$ cat config.mk
export PLATFORM = sky130hd
export DESIGN_NAME = ccot_top
export DESIGN_NICKNAME = d
export VERILOG_FILES = /design/src/ccot_pkg.sv /design/src/ccot_match.sv /design/src/ccot_top.sv
export SDC_FILE = /design/constraint.sdc
export NUM_CORES = 1
export LEC_CHECK = 0
export BUFFER_PORTS_ARGS = -buffer_cell sky130_fd_sc_hd__buf_2
export CORE_MARGIN = 2
export CORE_UTILIZATION = 52
export CTS_CLUSTER_DIAMETER = 30
export DETAILED_ROUTE_END_ITERATION = 16
export HOLD_SLACK_MARGIN = 0.15
export PLACE_DENSITY = 0.92
export SYNTH_ARGS = -nofsm -noshare
export SYNTH_HDL_FRONTEND = slang
export SYNTH_HIERARCHICAL = 1
export SYNTH_SLANG_ARGS = --single-unit
$ cat constraint.sdc
create_clock -name MCLK -period 5.1 [get_ports MCLK]
set_clock_uncertainty 0.05 [all_clocks]
set_input_delay 1.02 -clock MCLK [delete_from_list [all_inputs] [get_ports MCLK]]
set_output_delay 1.02 -clock MCLK [all_outputs]
set_load 0.005 [all_outputs]
$ cat src/ccot_pkg.sv
// package: constants and types for the capture/compare output timing block
package ccot_pkg;
    localparam int TIMER_W         = 16;
    localparam int PORT_W          = 8;
    localparam int TOGGLE_LO       = 6;
    localparam int TOGGLE_HI       = 7;
    localparam int FLAG_W          = 4;
    localparam int FLAG_CAPTURE    = 0;
    localparam int FLAG_SET        = 1;
    localparam int FLAG_RESET      = 2;
    localparam int FLAG_TOGGLE     = 3;
    localparam logic [15:0] TIMER_RST   = 16'h0000;
    localparam logic [15:0] COMPARE_RST = 16'hFFFF;
    localparam logic [7:0]  PORT_RST    = 8'h00;
    localparam logic [7:0]  MASK_RST    = 8'h00;
    localparam logic [3:0]  FLAGS_RST   = 4'h0;
    localparam logic [2:0]  PRESC_RST   = 3'h0;
    // division select codes
    typedef enum logic [1:0] {
        CCOT_DIV1 = 2'h0,
        CCOT_DIV2 = 2'h1,
        CCOT_DIV4 = 2'h3,
        CCOT_DIV8 = 2'h2
    } ccot_div_t;
endpackage

$ cat src/ccot_match.sv
// one compare unit: single-cycle match pulse on a new timer tick
module ccot_match #(
    parameter int W = 16
) (
    input  wire logic         MCLK,
    input  wire logic         RST,
    input  wire logic         CE,
    input  wire logic         TICK,
    input  wire logic [W-1:0] TIMER,
    input  wire logic [W-1:0] CMP,
    output logic              HIT
);
    logic hit_q;
    logic hit_d;

    always_comb begin
        hit_d = 1'b0;
        if (TICK && (TIMER == CMP)) begin
            hit_d = 1'b1;
        end
    end

    always_ff @(posedge MCLK) begin
        if (RST) begin
            hit_q <= 1'b0;
        end else if (CE) begin
            hit_q <= hit_d;
        end
    end

    assign HIT = hit_q & CE;
endmodule

$ cat src/ccot_top.sv
// top: timer, prescaler, capture 0, three compare units, output port and flags
// Overview of operation
// - capture input rising edge copies timer into capture register zero, raises flag.
// - timer equal to set compare drives high the lower six port bits enabled in set mask.
// - timer equal to reset compare drives low the lower six port bits enabled in reset mask.
// - toggle compare match inverts enabled coil bits and sets toggle flag.
// - each port bit obeys only its own bits of the set mask and the reset/toggle mask.
// - flags sit in one flag register, stay set until software clears.
// - timer is 16-bit, compared against three 16-bit compare registers.
// - only port bits six and seven toggle; lower six use set/reset.
// - timer advances through prescaler dividing by 1, 2, 4 or 8.
module ccot_top #(
    parameter int TW = ccot_pkg::TIMER_W,
    parameter int PW = ccot_pkg::PORT_W
) (
    input  wire logic                          MCLK,
    input  wire logic                          RST,
    input  wire logic                          CE,
    input  wire logic                          TIMER_RUN,
    input  wire ccot_pkg::ccot_div_t           PRESCALE_SEL,
    input  wire logic                          CAPTURE_INPUT_ZERO,
    input  wire logic [TW-1:0]                 COMPARE_SET_REG,
    input  wire logic [TW-1:0]                 COMPARE_RESET_REG,
    input  wire logic [TW-1:0]                 COMPARE_TOGGLE_REG,
    input  wire logic [PW-1:0]                 SET_ENABLE_MASK,
    input  wire logic [PW-1:0]                 RESET_TOGGLE_ENABLE_MASK,
    input  wire logic                          FLAG_WR,
    input  wire logic [ccot_pkg::FLAG_W-1:0]   FLAG_CLR,
    output logic [TW-1:0]                      MAIN_CAPTURE_TIMER,
    output logic [TW-1:0]                      CAPTURE_REG_ZERO,
    output logic [PW-1:0]                      OUTPUT_PORT,
    output logic [ccot_pkg::FLAG_W-1:0]        TIMER_IRQ_FLAG_REG
);
    logic [2:0]                    presc_q;
    logic [2:0]                    presc_d;
    logic                          tick_d;
    logic [TW-1:0]                 timer_q;
    logic [TW-1:0]                 timer_d;
    logic                          cap_in_q;
    logic                          cap_in_d;
    logic [TW-1:0]                 cap_q;
    logic [TW-1:0]                 cap_d;
    logic [PW-1:0]                 port_q;
    logic [PW-1:0]                 port_d;
    logic [ccot_pkg::FLAG_W-1:0]   flags_q;
    logic [ccot_pkg::FLAG_W-1:0]   flags_d;
    logic [ccot_pkg::FLAG_W-1:0]   events;
    logic [ccot_pkg::FLAG_W-1:0]   clear_bits;
    logic                          cap_edge;
    logic                          hit_set;
    logic                          hit_reset;
    logic                          hit_toggle;
    logic [PW-1:0]                 coil_mask;
    logic [PW-1:0]                 toggle_bits;
    logic [PW-1:0]                 set_bits;
    logic [PW-1:0]                 reset_bits;

    // prescaler, cleared while the timer is stopped
    always_comb begin
        presc_d = presc_q + 3'h1;
        tick_d  = 1'b0;
        if (!TIMER_RUN) begin
            presc_d = ccot_pkg::PRESC_RST;
        end else begin
            unique case (PRESCALE_SEL)
                ccot_pkg::CCOT_DIV1: tick_d = 1'b1;
                ccot_pkg::CCOT_DIV2: tick_d = (presc_q[0] == 1'b1);
                ccot_pkg::CCOT_DIV4: tick_d = (presc_q[1:0] == 2'h3);
                ccot_pkg::CCOT_DIV8: tick_d = (presc_q == 3'h7);
            endcase
        end
    end

    always_ff @(posedge MCLK) begin
        if (RST) begin
            presc_q <= ccot_pkg::PRESC_RST;
        end else if (CE) begin
            presc_q <= presc_d;
        end
    end

    // timer advances on each prescaler tick
    always_comb begin
        timer_d = timer_q;
        if (tick_d) begin
            timer_d = timer_q + {{(TW-1){1'b0}}, 1'b1};
        end
    end

    always_ff @(posedge MCLK) begin
        if (RST) begin
            timer_q <= TW'(ccot_pkg::TIMER_RST);
        end else if (CE) begin
            timer_q <= timer_d;
        end
    end

    // match units, one per compare register
    ccot_match #(.W(TW)) u_set (
        .MCLK  (MCLK),
        .RST   (RST),
        .CE    (CE),
        .TICK  (tick_d),
        .TIMER (timer_d),
        .CMP   (COMPARE_SET_REG),
        .HIT   (hit_set)
    );

    ccot_match #(.W(TW)) u_reset (
        .MCLK  (MCLK),
        .RST   (RST),
        .CE    (CE),
        .TICK  (tick_d),
        .TIMER (timer_d),
        .CMP   (COMPARE_RESET_REG),
        .HIT   (hit_reset)
    );

    ccot_match #(.W(TW)) u_toggle (
        .MCLK  (MCLK),
        .RST   (RST),
        .CE    (CE),
        .TICK  (tick_d),
        .TIMER (timer_d),
        .CMP   (COMPARE_TOGGLE_REG),
        .HIT   (hit_toggle)
    );

    // capture edge; the sampled pin follows the input through reset, so no false edge
    assign cap_edge = CAPTURE_INPUT_ZERO & ~cap_in_q;

    always_comb begin
        cap_in_d = CAPTURE_INPUT_ZERO;
        cap_d    = cap_q;
        if (cap_edge) begin
            cap_d = timer_q;
        end
    end

    always_ff @(posedge MCLK) begin
        if (RST) begin
            cap_in_q <= CAPTURE_INPUT_ZERO;
            cap_q    <= TW'(ccot_pkg::TIMER_RST);
        end else if (CE) begin
            cap_in_q <= cap_in_d;
            cap_q    <= cap_d;
        end
    end

    // the two coil bits of the port
    always_comb begin
        coil_mask                      = '0;
        coil_mask[ccot_pkg::TOGGLE_LO] = 1'b1;
        coil_mask[ccot_pkg::TOGGLE_HI] = 1'b1;
    end

    always_comb begin
        toggle_bits = RESET_TOGGLE_ENABLE_MASK & coil_mask;
        set_bits    = SET_ENABLE_MASK & ~coil_mask;
        reset_bits  = RESET_TOGGLE_ENABLE_MASK & ~coil_mask;
    end

    // port updates in set, reset, toggle order
    always_comb begin
        port_d = port_q;
        if (hit_set) begin
            port_d = port_d | set_bits;
        end
        if (hit_reset) begin
            port_d = port_d & ~reset_bits;
        end
        if (hit_toggle) begin
            port_d = port_d ^ toggle_bits;
        end
    end

    always_ff @(posedge MCLK) begin
        if (RST) begin
            port_q <= PW'(ccot_pkg::PORT_RST);
        end else if (CE) begin
            port_q <= port_d;
        end
    end

    // flag events and software clear
    always_comb begin
        events                         = '0;
        events[ccot_pkg::FLAG_CAPTURE] = cap_edge;
        events[ccot_pkg::FLAG_SET]     = hit_set;
        events[ccot_pkg::FLAG_RESET]   = hit_reset;
        events[ccot_pkg::FLAG_TOGGLE]  = hit_toggle;
        clear_bits                     = '0;
        if (FLAG_WR) begin
            clear_bits = FLAG_CLR;
        end
        flags_d = (flags_q & ~clear_bits) | events;
    end

    always_ff @(posedge MCLK) begin
        if (RST) begin
            flags_q <= ccot_pkg::FLAGS_RST;
        end else if (CE) begin
            flags_q <= flags_d;
        end
    end

    // outputs come straight from the registers
    assign MAIN_CAPTURE_TIMER = timer_q;
    assign CAPTURE_REG_ZERO   = cap_q;
    assign OUTPUT_PORT        = port_q;
    assign TIMER_IRQ_FLAG_REG = flags_q;
endmodule

==> results.toml, run 1 <==
[timing]
fin_crit_ns = 3.302
fin_crit_sh = 0.6474
fin_tns_setup_ns = 0
finalSetupViolations = 0
slew_headroom = 0.3179
timing.hold.ws_ns = 0.3969
timing.final.max_slew_violations = 0
achievable-frequency_mhz = 302.9
grt_setup_unrepaired = "false"
tightestPinTransition_ns = 1.019
timing_hold_violations_final = 0

[setup_path]
critPathSlowestCell = "nor4_1"
critical_path.n_buffers_inverters = 3
crit_path_frequent_cell = "xor2_1"
setup.worst_path.class = "in2reg"
critical_path.max_stage_delay_ns = 0.35
critPathMaxFanout = 31
critPathLaunchType = "primary input"
path_delay_family = "simple AND/OR/NAND/NOR gates"
worst_setup_end_kind = "flop"
required_time_at_the_worst_slack_endpoint_ns = 5.29
timing.critical_path.cells = "buf_2 > nor3b_1 > a211o_1 > buf_4 > clkinv_1 > and3_1 > xor2_1 > xor2_1 > nor4_1 > nand4_1 > o21ai_1"
critical_path_arrival_ns = 3.49

[place]
routability_congestion_estimate = 0.9207
io_buffers = 117
dp_hpwl_mm = 6.253

[routing]
finalWirelength_mm = 8.228
drt_first_iter_violations = 178
detail_route.wl_per_cell_um = 15.07
vias_per_cell = 5.612
dr.pass1.iters = 4
drc_errors = 0
dr_total_vias = 3064
postRouteAntennaNets = 0

[synthesis]
netlist.top_cell.by_area = "dfxtp_1"
syn_area_mm2 = 0.002975
yosysUniqueCellTypes = 37
netlist_instances = 372
postSynth.asyncResetShare = 0
synth.yosys.seq_area_share = 0.3465
synth.avg_cell_area_um2 = 7.998
ys.warnings.count = 6
synth-edff-count = 1
synth_top_cells_by_area = "dfxtp_1 (34%), xor2_1 (15%), nand2_1 (7.3%)"
synth_top_flop_cell = "dfxtp_1"
ys_seq_elements = 51
total_nets_after_synthesis = 451
synth_top_area_frac = 0.3364

[clock_network]
total_of_cells_resized_after_clock_tree_synthesis = 0
cts_root_buf = "clkbuf_8"
clk_transition_reported_paths_ns = 0.09
ctsHoldBuffers = 0
post-cts-setup-buffers = 0
tritoncts = "built"
clockBufferDepth = 2
ctsHtreeMaxLevel = 2
clock_latency_ns = 0.30
tritoncts.num_buffers = 5
tritoncts_sinks = 51

[finish]
layout_commonest_cell = "buf_2"
antenna_cells_inserted = 0
leading_cell_types_in_the_layout_fill_and_taps_excluded = "buf_2 (117), nand2_1 (58), xor2_1 (51), dfxtp_1 (50), a21oi_1 (35)"
drive_above_1_share = 0.2932
syn2layout_area_growth_pct = 23.34
design.final.nets = 552

[hold_path]
min-delay-path-class = "reg2reg"

[flow_run]
maxCapViolCount = 0

[global_routing]
grt_pass1_wl_mm = 13.25
first_global_vias = 2900
grtUsageTotal = 0.2618
grt_max_degree = 33
gr_ovfl_total = 0
antenna_found_initial = 0

[die]
initial_core_utilization = 0.5403
die_height_um = 79.64
placementRows = 27
floorplan.core_area_mm2 = 0.005507
die_x_um = 79.64
dieArea_mm2 = 0.006343
boundaryPins = 120

[pwr]
power-per-cell-area_mw_per_mm2 = 203.4
power.ir.vdd_worst_uv = 195.5
leakage_nw = 1.663

[run_status]
outcome = "complete, no violations"
## worst min-delay path: cells and delay by family (launching register included)
| family | cells | cell delay (ns) |
|---|---|---|
| and+or+nand+nor | 1 | 0.05 |
| DFF | 1 | 0.32 |
| AOI/OAI and AO/OA | 1 | 0.05 |
## layer usage
layer | wire length, um | global-route usage | vias up | part of all wire
li1 | - | - | 1488 | -
met1 | 3247 | 0.3011 | 1406 | 0.39
met2 | 4101 | 0.4723 | 154 | 0.50
met3 | 744 | 0.05882 | 16 | 0.090
met4 | 135 | 0.09310 | 0 | 0.016
met5 | 0 | 0 | - | 0
## power by group
group          switching, W   total, W  internal [W]  leakage [nW]
combinational     0.0000478  0.0000865     0.0000387          1.20
clock              0.000132   0.000255      0.000124        0.0505
sequential       0.00000289   0.000405      0.000402         0.413
total              0.000182   0.000746      0.000564          1.66
## synthesized netlist by cell type (2+ instances only)
cell type	count
mux2i_1	2
o31ai_1	5
buf_2	4
nand4_1	8
nor3_1	9
o21ai_1	3
and2_1	6
nor2b_1	7
or3_1	3
nor4_1	17
nand2_1	58
a21oi_1	35
nand3_1	19
nor2_1	19
mux2_2	7
inv_1	2
ha_1	3
dfxtp_1	50
and3_1	3
xnor2_1	15
o21ai_0	2
clkbuf_1	20
xor2_1	51
a211oi_1	6
or4_1	5
or2_2	2
## cell families after synthesis
kind of cell    count (synthesis)  share of synthesized area
buf+inv                        28                    0.03742
simple gates                  161                     0.2725
flops                          51                     0.3465
compound gates                 54                     0.1034
mux                             9                    0.03322
fa+ha+maj                       3                    0.01262
xor+xnor                       66                     0.1943
## stage by stage
step           instances    util  power [W]  cell area, um^2  worst slack, ns
2_1_floorplan        372       -  0.0004548             2975            2.093
3_3_place_gp         538  0.6476  0.0004950             3566            1.666
3_5_place_dp         538  0.6476  0.0004990             3566            1.551
4_1_cts              546  0.6664  0.0007513             3670            1.857
5_1_grt              546  0.6664  0.0007782             3670            1.688
6_report             546  0.6664  0.0007464             3670            1.798
## area by class of cell
type | count | area, um^2
Multi-Input combinational cell | 293 | 1833
Timing Repair Buffer | 119 | 600.6
Clock buffer | 7 | 96.34
Tap cell | 72 | 90.09
Sequential cell | 51 | 1031
Clock inverter | 1 | 7.507
Inverter | 3 | 11.26
Fill cell | 479 | 1837
## final timing paths
| kind | startpoint | slack [ns] | to | cells past startpoint |
|---|---|---|---|---|
| worst min-delay path | u_set/hit_q | 0.40 | u_set/hit_q | 2 |
| worst min register to register | u_set/hit_q | 0.40 | u_set/hit_q | 2 |
| worst max-delay path | PRESCALE_SEL[1] | 1.80 | u_set/hit_q | 11 |
| worst max register to register | presc_q[0] | 1.98 | u_set/hit_q | 12 |
## state kept, by name, indices dropped and copies added, names as in the netlist
register,flops
OUTPUT_PORT,8
u_toggle/hit_q,1
cap_in_q,1
CAPTURE_REG_ZERO,16
u_set/hit_q,1
presc_q,3
MAIN_CAPTURE_TIMER,16
TIMER_IRQ_FLAG_REG,4
u_reset/hit_q,1
Power figures use the tool's default switching activity.
==> run 2: changes to the inputs <==
Settings changed: ABC_AREA from default to 1, CORE_UTILIZATION 52 to 50, PLACE_DENSITY 0.92 to 0.88.
Clock period 5.1 ns to 3.2 ns, I/O delays scaled along.
==> results.toml, run 2 <==
[run_status]
outcome = "complete, no violations"

[synthesis]
ys.warnings.count = 6
ys_seq_elements = 51
synth-edff-count = 1
synth.avg_cell_area_um2 = 6.020
synth.area.mux_share = 0
yosysUniqueCellTypes = 26
synth_top_area_frac = 0.3045
synth_top_cells_by_area = "dfxtp_1 (30%), nand2_1 (22%), inv_1 (10%)"
synth_xor_xnor_area_share = 0.04796
total_nets_after_synthesis = 625
synth_fa_ha_area_frac = 0.01142
synth_top_flop_cell = "dfxtp_1"
netlist.top_cell.by_area = "dfxtp_1"
synth-compound-area-share = 0.09935
synthTopCellsByCount = "nand2_1 (197), inv_1 (91), nor2_1 (56), dfxtp_1 (50), nand3_1 (36)"
main_combinational_cell_family_by_area_after_synthesis = "simple AND/OR/NAND/NOR gates"
netlist_instances = 546
synthMostInstantiatedCell = "nand2_1"
syn_area_mm2 = 0.003287
synth.yosys.seq_area_share = 0.3137
post_synth_and_or_nand_nor_area_fraction = 0.4012
postSynth.asyncResetShare = 0

[setup_path]
worstReg2RegEnd = "u_set/hit_q"
critPathLaunchType = "flop"
setup.worst_path.class = "reg2reg"
setup.worst_path.end = "u_set/hit_q"
critical_path_arrival_ns = 2.81
regToRegStartpoint = "presc_q[0]"
worst_setup_end_kind = "flop"
reg2reg_depth = 14
required_time_at_the_worst_slack_endpoint_ns = 3.40
cp-startpoint = "presc_q[0]"
r2r_slack_ns = 0.59
critPathMaxFanout = 11

[die]
die_x_um = 85.08
floorplan.core_area_mm2 = 0.006350
dieArea_mm2 = 0.007239
die_height_um = 85.08
initial_core_utilization = 0.5176
boundaryPins = 120
placementRows = 29

[finish]
filler_cell_count = 583
syn2layout_area_growth_pct = 22.65
post-route-cell-area_mm2 = 0.004031
layout_commonest_cell = "nand2_1"
drive_above_1_share = 0.2323
design.final.nets = 741
fin_util = 0.6349
final_cell_count_no_fill = 740
antenna_cells_inserted = 0
leading_cell_types_in_the_layout_fill_and_taps_excluded = "nand2_1 (197), buf_2 (117), inv_1 (91), nor2_1 (56), dfxtp_1 (50)"

[timing]
fin_crit_ns = 2.609
slew_headroom = 0.6254
timing.hold.ws_ns = 0.4066
fin_tns_setup_ns = 0
fin_crit_sh = 0.8152
tightestPinTransition_ns = 0.5581
timing_hold_violations_final = 0
timing.final.max_slew_violations = 0
achievable-frequency_mhz = 383.3
grt_setup_unrepaired = "false"
finalSetupViolations = 0

[global_routing]
gr_ovfl_total = 0
antenna_found_initial = 0
grt_max_degree = 28
first_global_vias = 3483
grt_pass1_wl_mm = 15.06
grtUsageTotal = 0.2529

[routing]
dr.pass1.iters = 7
postRouteAntennaNets = 0
drc_errors = 0
drt_first_iter_violations = 180
dr_total_vias = 3662
vias_per_cell = 4.949
finalWirelength_mm = 9.053
detail_route.wl_per_cell_um = 12.23

[pwr]
power-per-cell-area_mw_per_mm2 = 309.7
power.ir.vdd_worst_uv = 215.8
leakage_nw = 2.151

[clock_network]
cts_root_buf = "clkbuf_8"
tritoncts_sinks = 51
tritoncts.num_buffers = 5
ctsHtreeMaxLevel = 2
tritoncts = "built"
clk_transition_reported_paths_ns = 0.10
total_of_cells_resized_after_clock_tree_synthesis = 0
ctsHoldBuffers = 0
post-cts-setup-buffers = 0
clock_latency_ns = 0.31
clockBufferDepth = 2

[place]
io_buffers = 117
placed_cells_incl_taps = 732
routability_congestion_estimate = 0.8704
dp_hpwl_mm = 7.120
post_dp_cell_area_mm2 = 0.003936

[flow_run]
maxCapViolCount = 0

[hold_path]
min-delay-path-class = "reg2reg"
-- run 2: worst max-delay path, cell delays in order (launching register included) --
cell and delay, ns:
dfxtp_1 0.40, ha_1 0.20, ha_1 0.15, nand2_1 0.05, nand3_1 0.10, nand3_1 0.36, o21ai_1 0.56, nand2_1 0.10
inv_1 0.06, nor2_1 0.03, nor2_1 0.13, nand3_1 0.09, nor2_1 0.10, nand2_1 0.08, a21oi_2 0.11
-- run 2: area by class of cell --
type	instances	area [um^2]	area share
Multi-Input combinational cell	389	1841	0.4565
Sequential cell	51	1031	0.2557
Timing Repair Buffer	121	615.6	0.1527
Clock buffer	7	86.33	0.02142
Tap cell	77	96.34	0.02390
Clock inverter	1	8.758	0.002173
Inverter	94	352.8	0.08752
-- run 2: where the power goes --
| part | internal (W) | total [W] | switching, W | leakage (nW) |
|---|---|---|---|---|
| registers | 0.000652 | 0.000662 | 0.0000101 | 0.415 |
| logic | 0.0000807 | 0.000184 | 0.000104 | 1.69 |
| clock network | 0.000179 | 0.000402 | 0.000223 | 0.0489 |
-- run 2: stage by stage --
| step | worst slack [ns] | total power (W) |
|---|---|---|
| 2_1_floorplan | 1.163 | 0.0007724 |
| 3_3_place_gp | 0.6166 | 0.0008521 |
| 3_5_place_dp | 0.5081 | 0.0008586 |
| 4_1_cts | 0.5902 | 0.001252 |
| 5_1_grt | 0.2633 | 0.001305 |
| 6_report | 0.5914 | 0.001249 |
-- run 2: cells by family (layout without fill, tap and decap cells) --
group,Yosys count,in the layout
xor+xnor,18,18
buf+inv,106,223
flops,51,51
simple gates,312,312
compound gates,56,56
fa+ha+maj,3,3
-- run 2: worst min path at each step --
stage / from / endpoint / cells after the start
after CTS: OUTPUT_PORT[7] / OUTPUT_PORT[7] / 1
final: OUTPUT_PORT[7] / OUTPUT_PORT[7] / 1
after global routing: OUTPUT_PORT[6] / OUTPUT_PORT[6] / 1
after global placement: OUTPUT_PORT[7] / OUTPUT_PORT[7] / 1
after detailed placement: OUTPUT_PORT[7] / OUTPUT_PORT[7] / 1
after floorplan: presc_q[1] / presc_q[1] / 1
-- run 2: metal layers --
layer  global-route usage  vias up  part of all wire
li1                     -     1888                 -
met1               0.3065     1635              0.43
met2               0.4467      117              0.49
met3              0.04377       22             0.054
met4              0.09380        0             0.025
met5                    0        -                 0
==> run 3: changes to the inputs <==
Clock period 3.2 ns to 2.4 ns, I/O delays scaled along.
==> results.toml, run 3 (same netlist as run 2, synthesis figures left out) <==
[timing]
finalSetupViolations = 0
achievable-frequency_mhz = 435.2
tightestPinTransition_ns = 0.7671
fin_crit_ns = 2.298
fin_crit_sh = 0.9574
timing_hold_violations_final = 0
fin_tns_setup_ns = 0
timing.final.max_slew_violations = 0
timing.hold.ws_ns = 0.2993
slew_headroom = 0.4881

[global_routing]
first_global_vias = 3381
grt_max_degree = 28
gr_ovfl_total = 0
grtUsageTotal = 0.2537
antenna_found_initial = 0
grt_pass1_wl_mm = 14.97

[clock_network]
ctsHtreeMaxLevel = 2
clockBufferDepth = 2
tritoncts = "built"
clk_transition_reported_paths_ns = 0.10
clock_latency_ns = 0.31
tritoncts.num_buffers = 5
ctsHoldBuffers = 0
tritoncts_sinks = 51
cts_root_buf = "clkbuf_8"

[finish]
layout_commonest_cell = "nand2_1"
leading_cell_types_in_the_layout_fill_and_taps_excluded = "nand2_1 (189), buf_2 (117), inv_1 (90), nor2_1 (54), dfxtp_1 (48)"
fin_util = 0.6701
syn2layout_area_growth_pct = 29.46
antenna_cells_inserted = 0
final_cell_count_no_fill = 749
drive_above_1_share = 0.2708
filler_cell_count = 552
post-route-cell-area_mm2 = 0.004255
design.final.nets = 751

[pwr]
comb_power_share = 0.165
power_report.internal_total_w = 0.001193
leakage_nw = 2.219
sw_frac_of_total = 0.2793
total_switching_power_w = 0.0004623
power-per-cell-area_mw_per_mm2 = 389.0
clock_network_fraction_of_total_power = 0.301
power.ir.vdd_worst_uv = 391.1
power.share.sequential = 0.534

[setup_path]
setup.worst_path.class = "reg2reg"
worst_setup_end_kind = "flop"
critPathLaunchType = "flop"
regToRegStartpoint = "presc_q[0]"
reg2reg_depth = 15
r2r_slack_ns = 0.10
required_time_at_the_worst_slack_endpoint_ns = 2.60
critPathMaxFanout = 7
critical_path_arrival_ns = 2.50
worstReg2RegEnd = "u_toggle/hit_q"

[place]
dp_hpwl_mm = 7.056
post_dp_cell_area_mm2 = 0.003979
routability_congestion_estimate = 0.8719
io_buffers = 117
placed_cells_incl_taps = 736

[die]
floorplan.core_area_mm2 = 0.006350
die_height_um = 85.08
initial_core_utilization = 0.5176
dieArea_mm2 = 0.007239
die_x_um = 85.08
boundaryPins = 120
placementRows = 29

[hold_path]
hp-start = "RESET_TOGGLE_ENABLE_MASK[1]"
min-delay-path-class = "in2reg"
min_delay_path_depth = 2
min_delay_endpoint = "OUTPUT_PORT[1]"

[routing]
drt_first_iter_violations = 240
detail_route.wl_per_cell_um = 13.21
drc_errors = 0
vias_per_cell = 5.095
finalWirelength_mm = 9.895
postRouteAntennaNets = 0
dr.pass1.iters = 5
dr_total_vias = 3816

[flow_run]
maxCapViolCount = 0

[run_status]
outcome = "complete, no violations"
## run 3: metrics by stage
stage                     setup slack [ns]  power (W)
after global placement             0.06368   0.001140
after floorplan                     0.3627   0.001030
after detailed placement        -0.0009768   0.001148
final                               0.1021   0.001655
after CTS                          0.02371   0.001628
after global routing              -0.03711   0.001721
## run 3: worst max-delay path by stage
| stage | startpoint | cells after the start | to | slack, ns |
|---|---|---|---|---|
| finish | presc_q[0] | 15 | u_toggle/hit_q | 0.10 |
| global route | presc_q[1] | 15 | u_reset/hit_q | -0.04 |
| CTS | presc_q[0] | 15 | u_reset/hit_q | 0.02 |
| detailed placement | presc_q[0] | 17 | u_reset/hit_q | -0.001 |
| global placement | presc_q[0] | 17 | u_reset/hit_q | 0.06 |
| floorplan | presc_q[0] | 16 | u_reset/hit_q | 0.36 |
## run 3: per-layer routing
layer / wire length [um] / part of all wire / GRT usage / vias up
met1: 4024 / 0.41 / 0.3189 / 1705
met2: 4896 / 0.49 / 0.4439 / 181
met3: 747 / 0.075 / 0.03502 / 18
met5: 0 / 0 / 0 / -
met4: 227 / 0.023 / 0.08802 / 0
li1: - / - / - / 1912
## run 3: final cells by class
class / count / area, um^2 / area share
Tap cell: 77 / 96.34 / 0.02264
Multi-Input combinational cell: 390 / 1962 / 0.4610
Clock buffer: 6 / 72.57 / 0.01705
Clock inverter: 1 / 7.507 / 0.001764
Timing Repair Buffer: 130 / 725.7 / 0.1705
Sequential cell: 51 / 1036 / 0.2435
Inverter: 94 / 355.3 / 0.08350
## run 3: worst max-delay path: stages, from the launching register on
cell and delay [ns]:
dfxtp_4 0.38, ha_4 0.14, ha_4 0.13, nand2_4 0.05, nand3_4 0.10, inv_4 0.06, nor2_4 0.22, clkbuf_16 0.20
nand3_1 0.10, nand2_2 0.18, nor2_1 0.07, nor2_1 0.08, nand3_1 0.09, nor2_1 0.14, nand2_1 0.09, a21oi_2 0.12
## run 3: power by group through the flow
| stage | Combinational [W] | Sequential (W) | Clock [W] |
|---|---|---|---|
| 2_1_floorplan | 0.000128 | 0.000902 | 0 |
| 3_3_place_gp | 0.000239 | 0.000901 | 0 |
| 3_5_place_dp | 0.000247 | 0.000901 | 0 |
| 4_1_cts | 0.000253 | 0.000882 | 0.000493 |
| 5_1_grt | 0.000303 | 0.000886 | 0.000532 |
| 6_report | 0.000273 | 0.000883 | 0.000499 |
## run 3: timing repair
action / in CTS / in global routing
resized for setup: 2 / 30
pin swaps: 1 / 11
setup buffers: 1 / 3
cloned: 1 / 1
setup endpoints to repair: 3 / 3
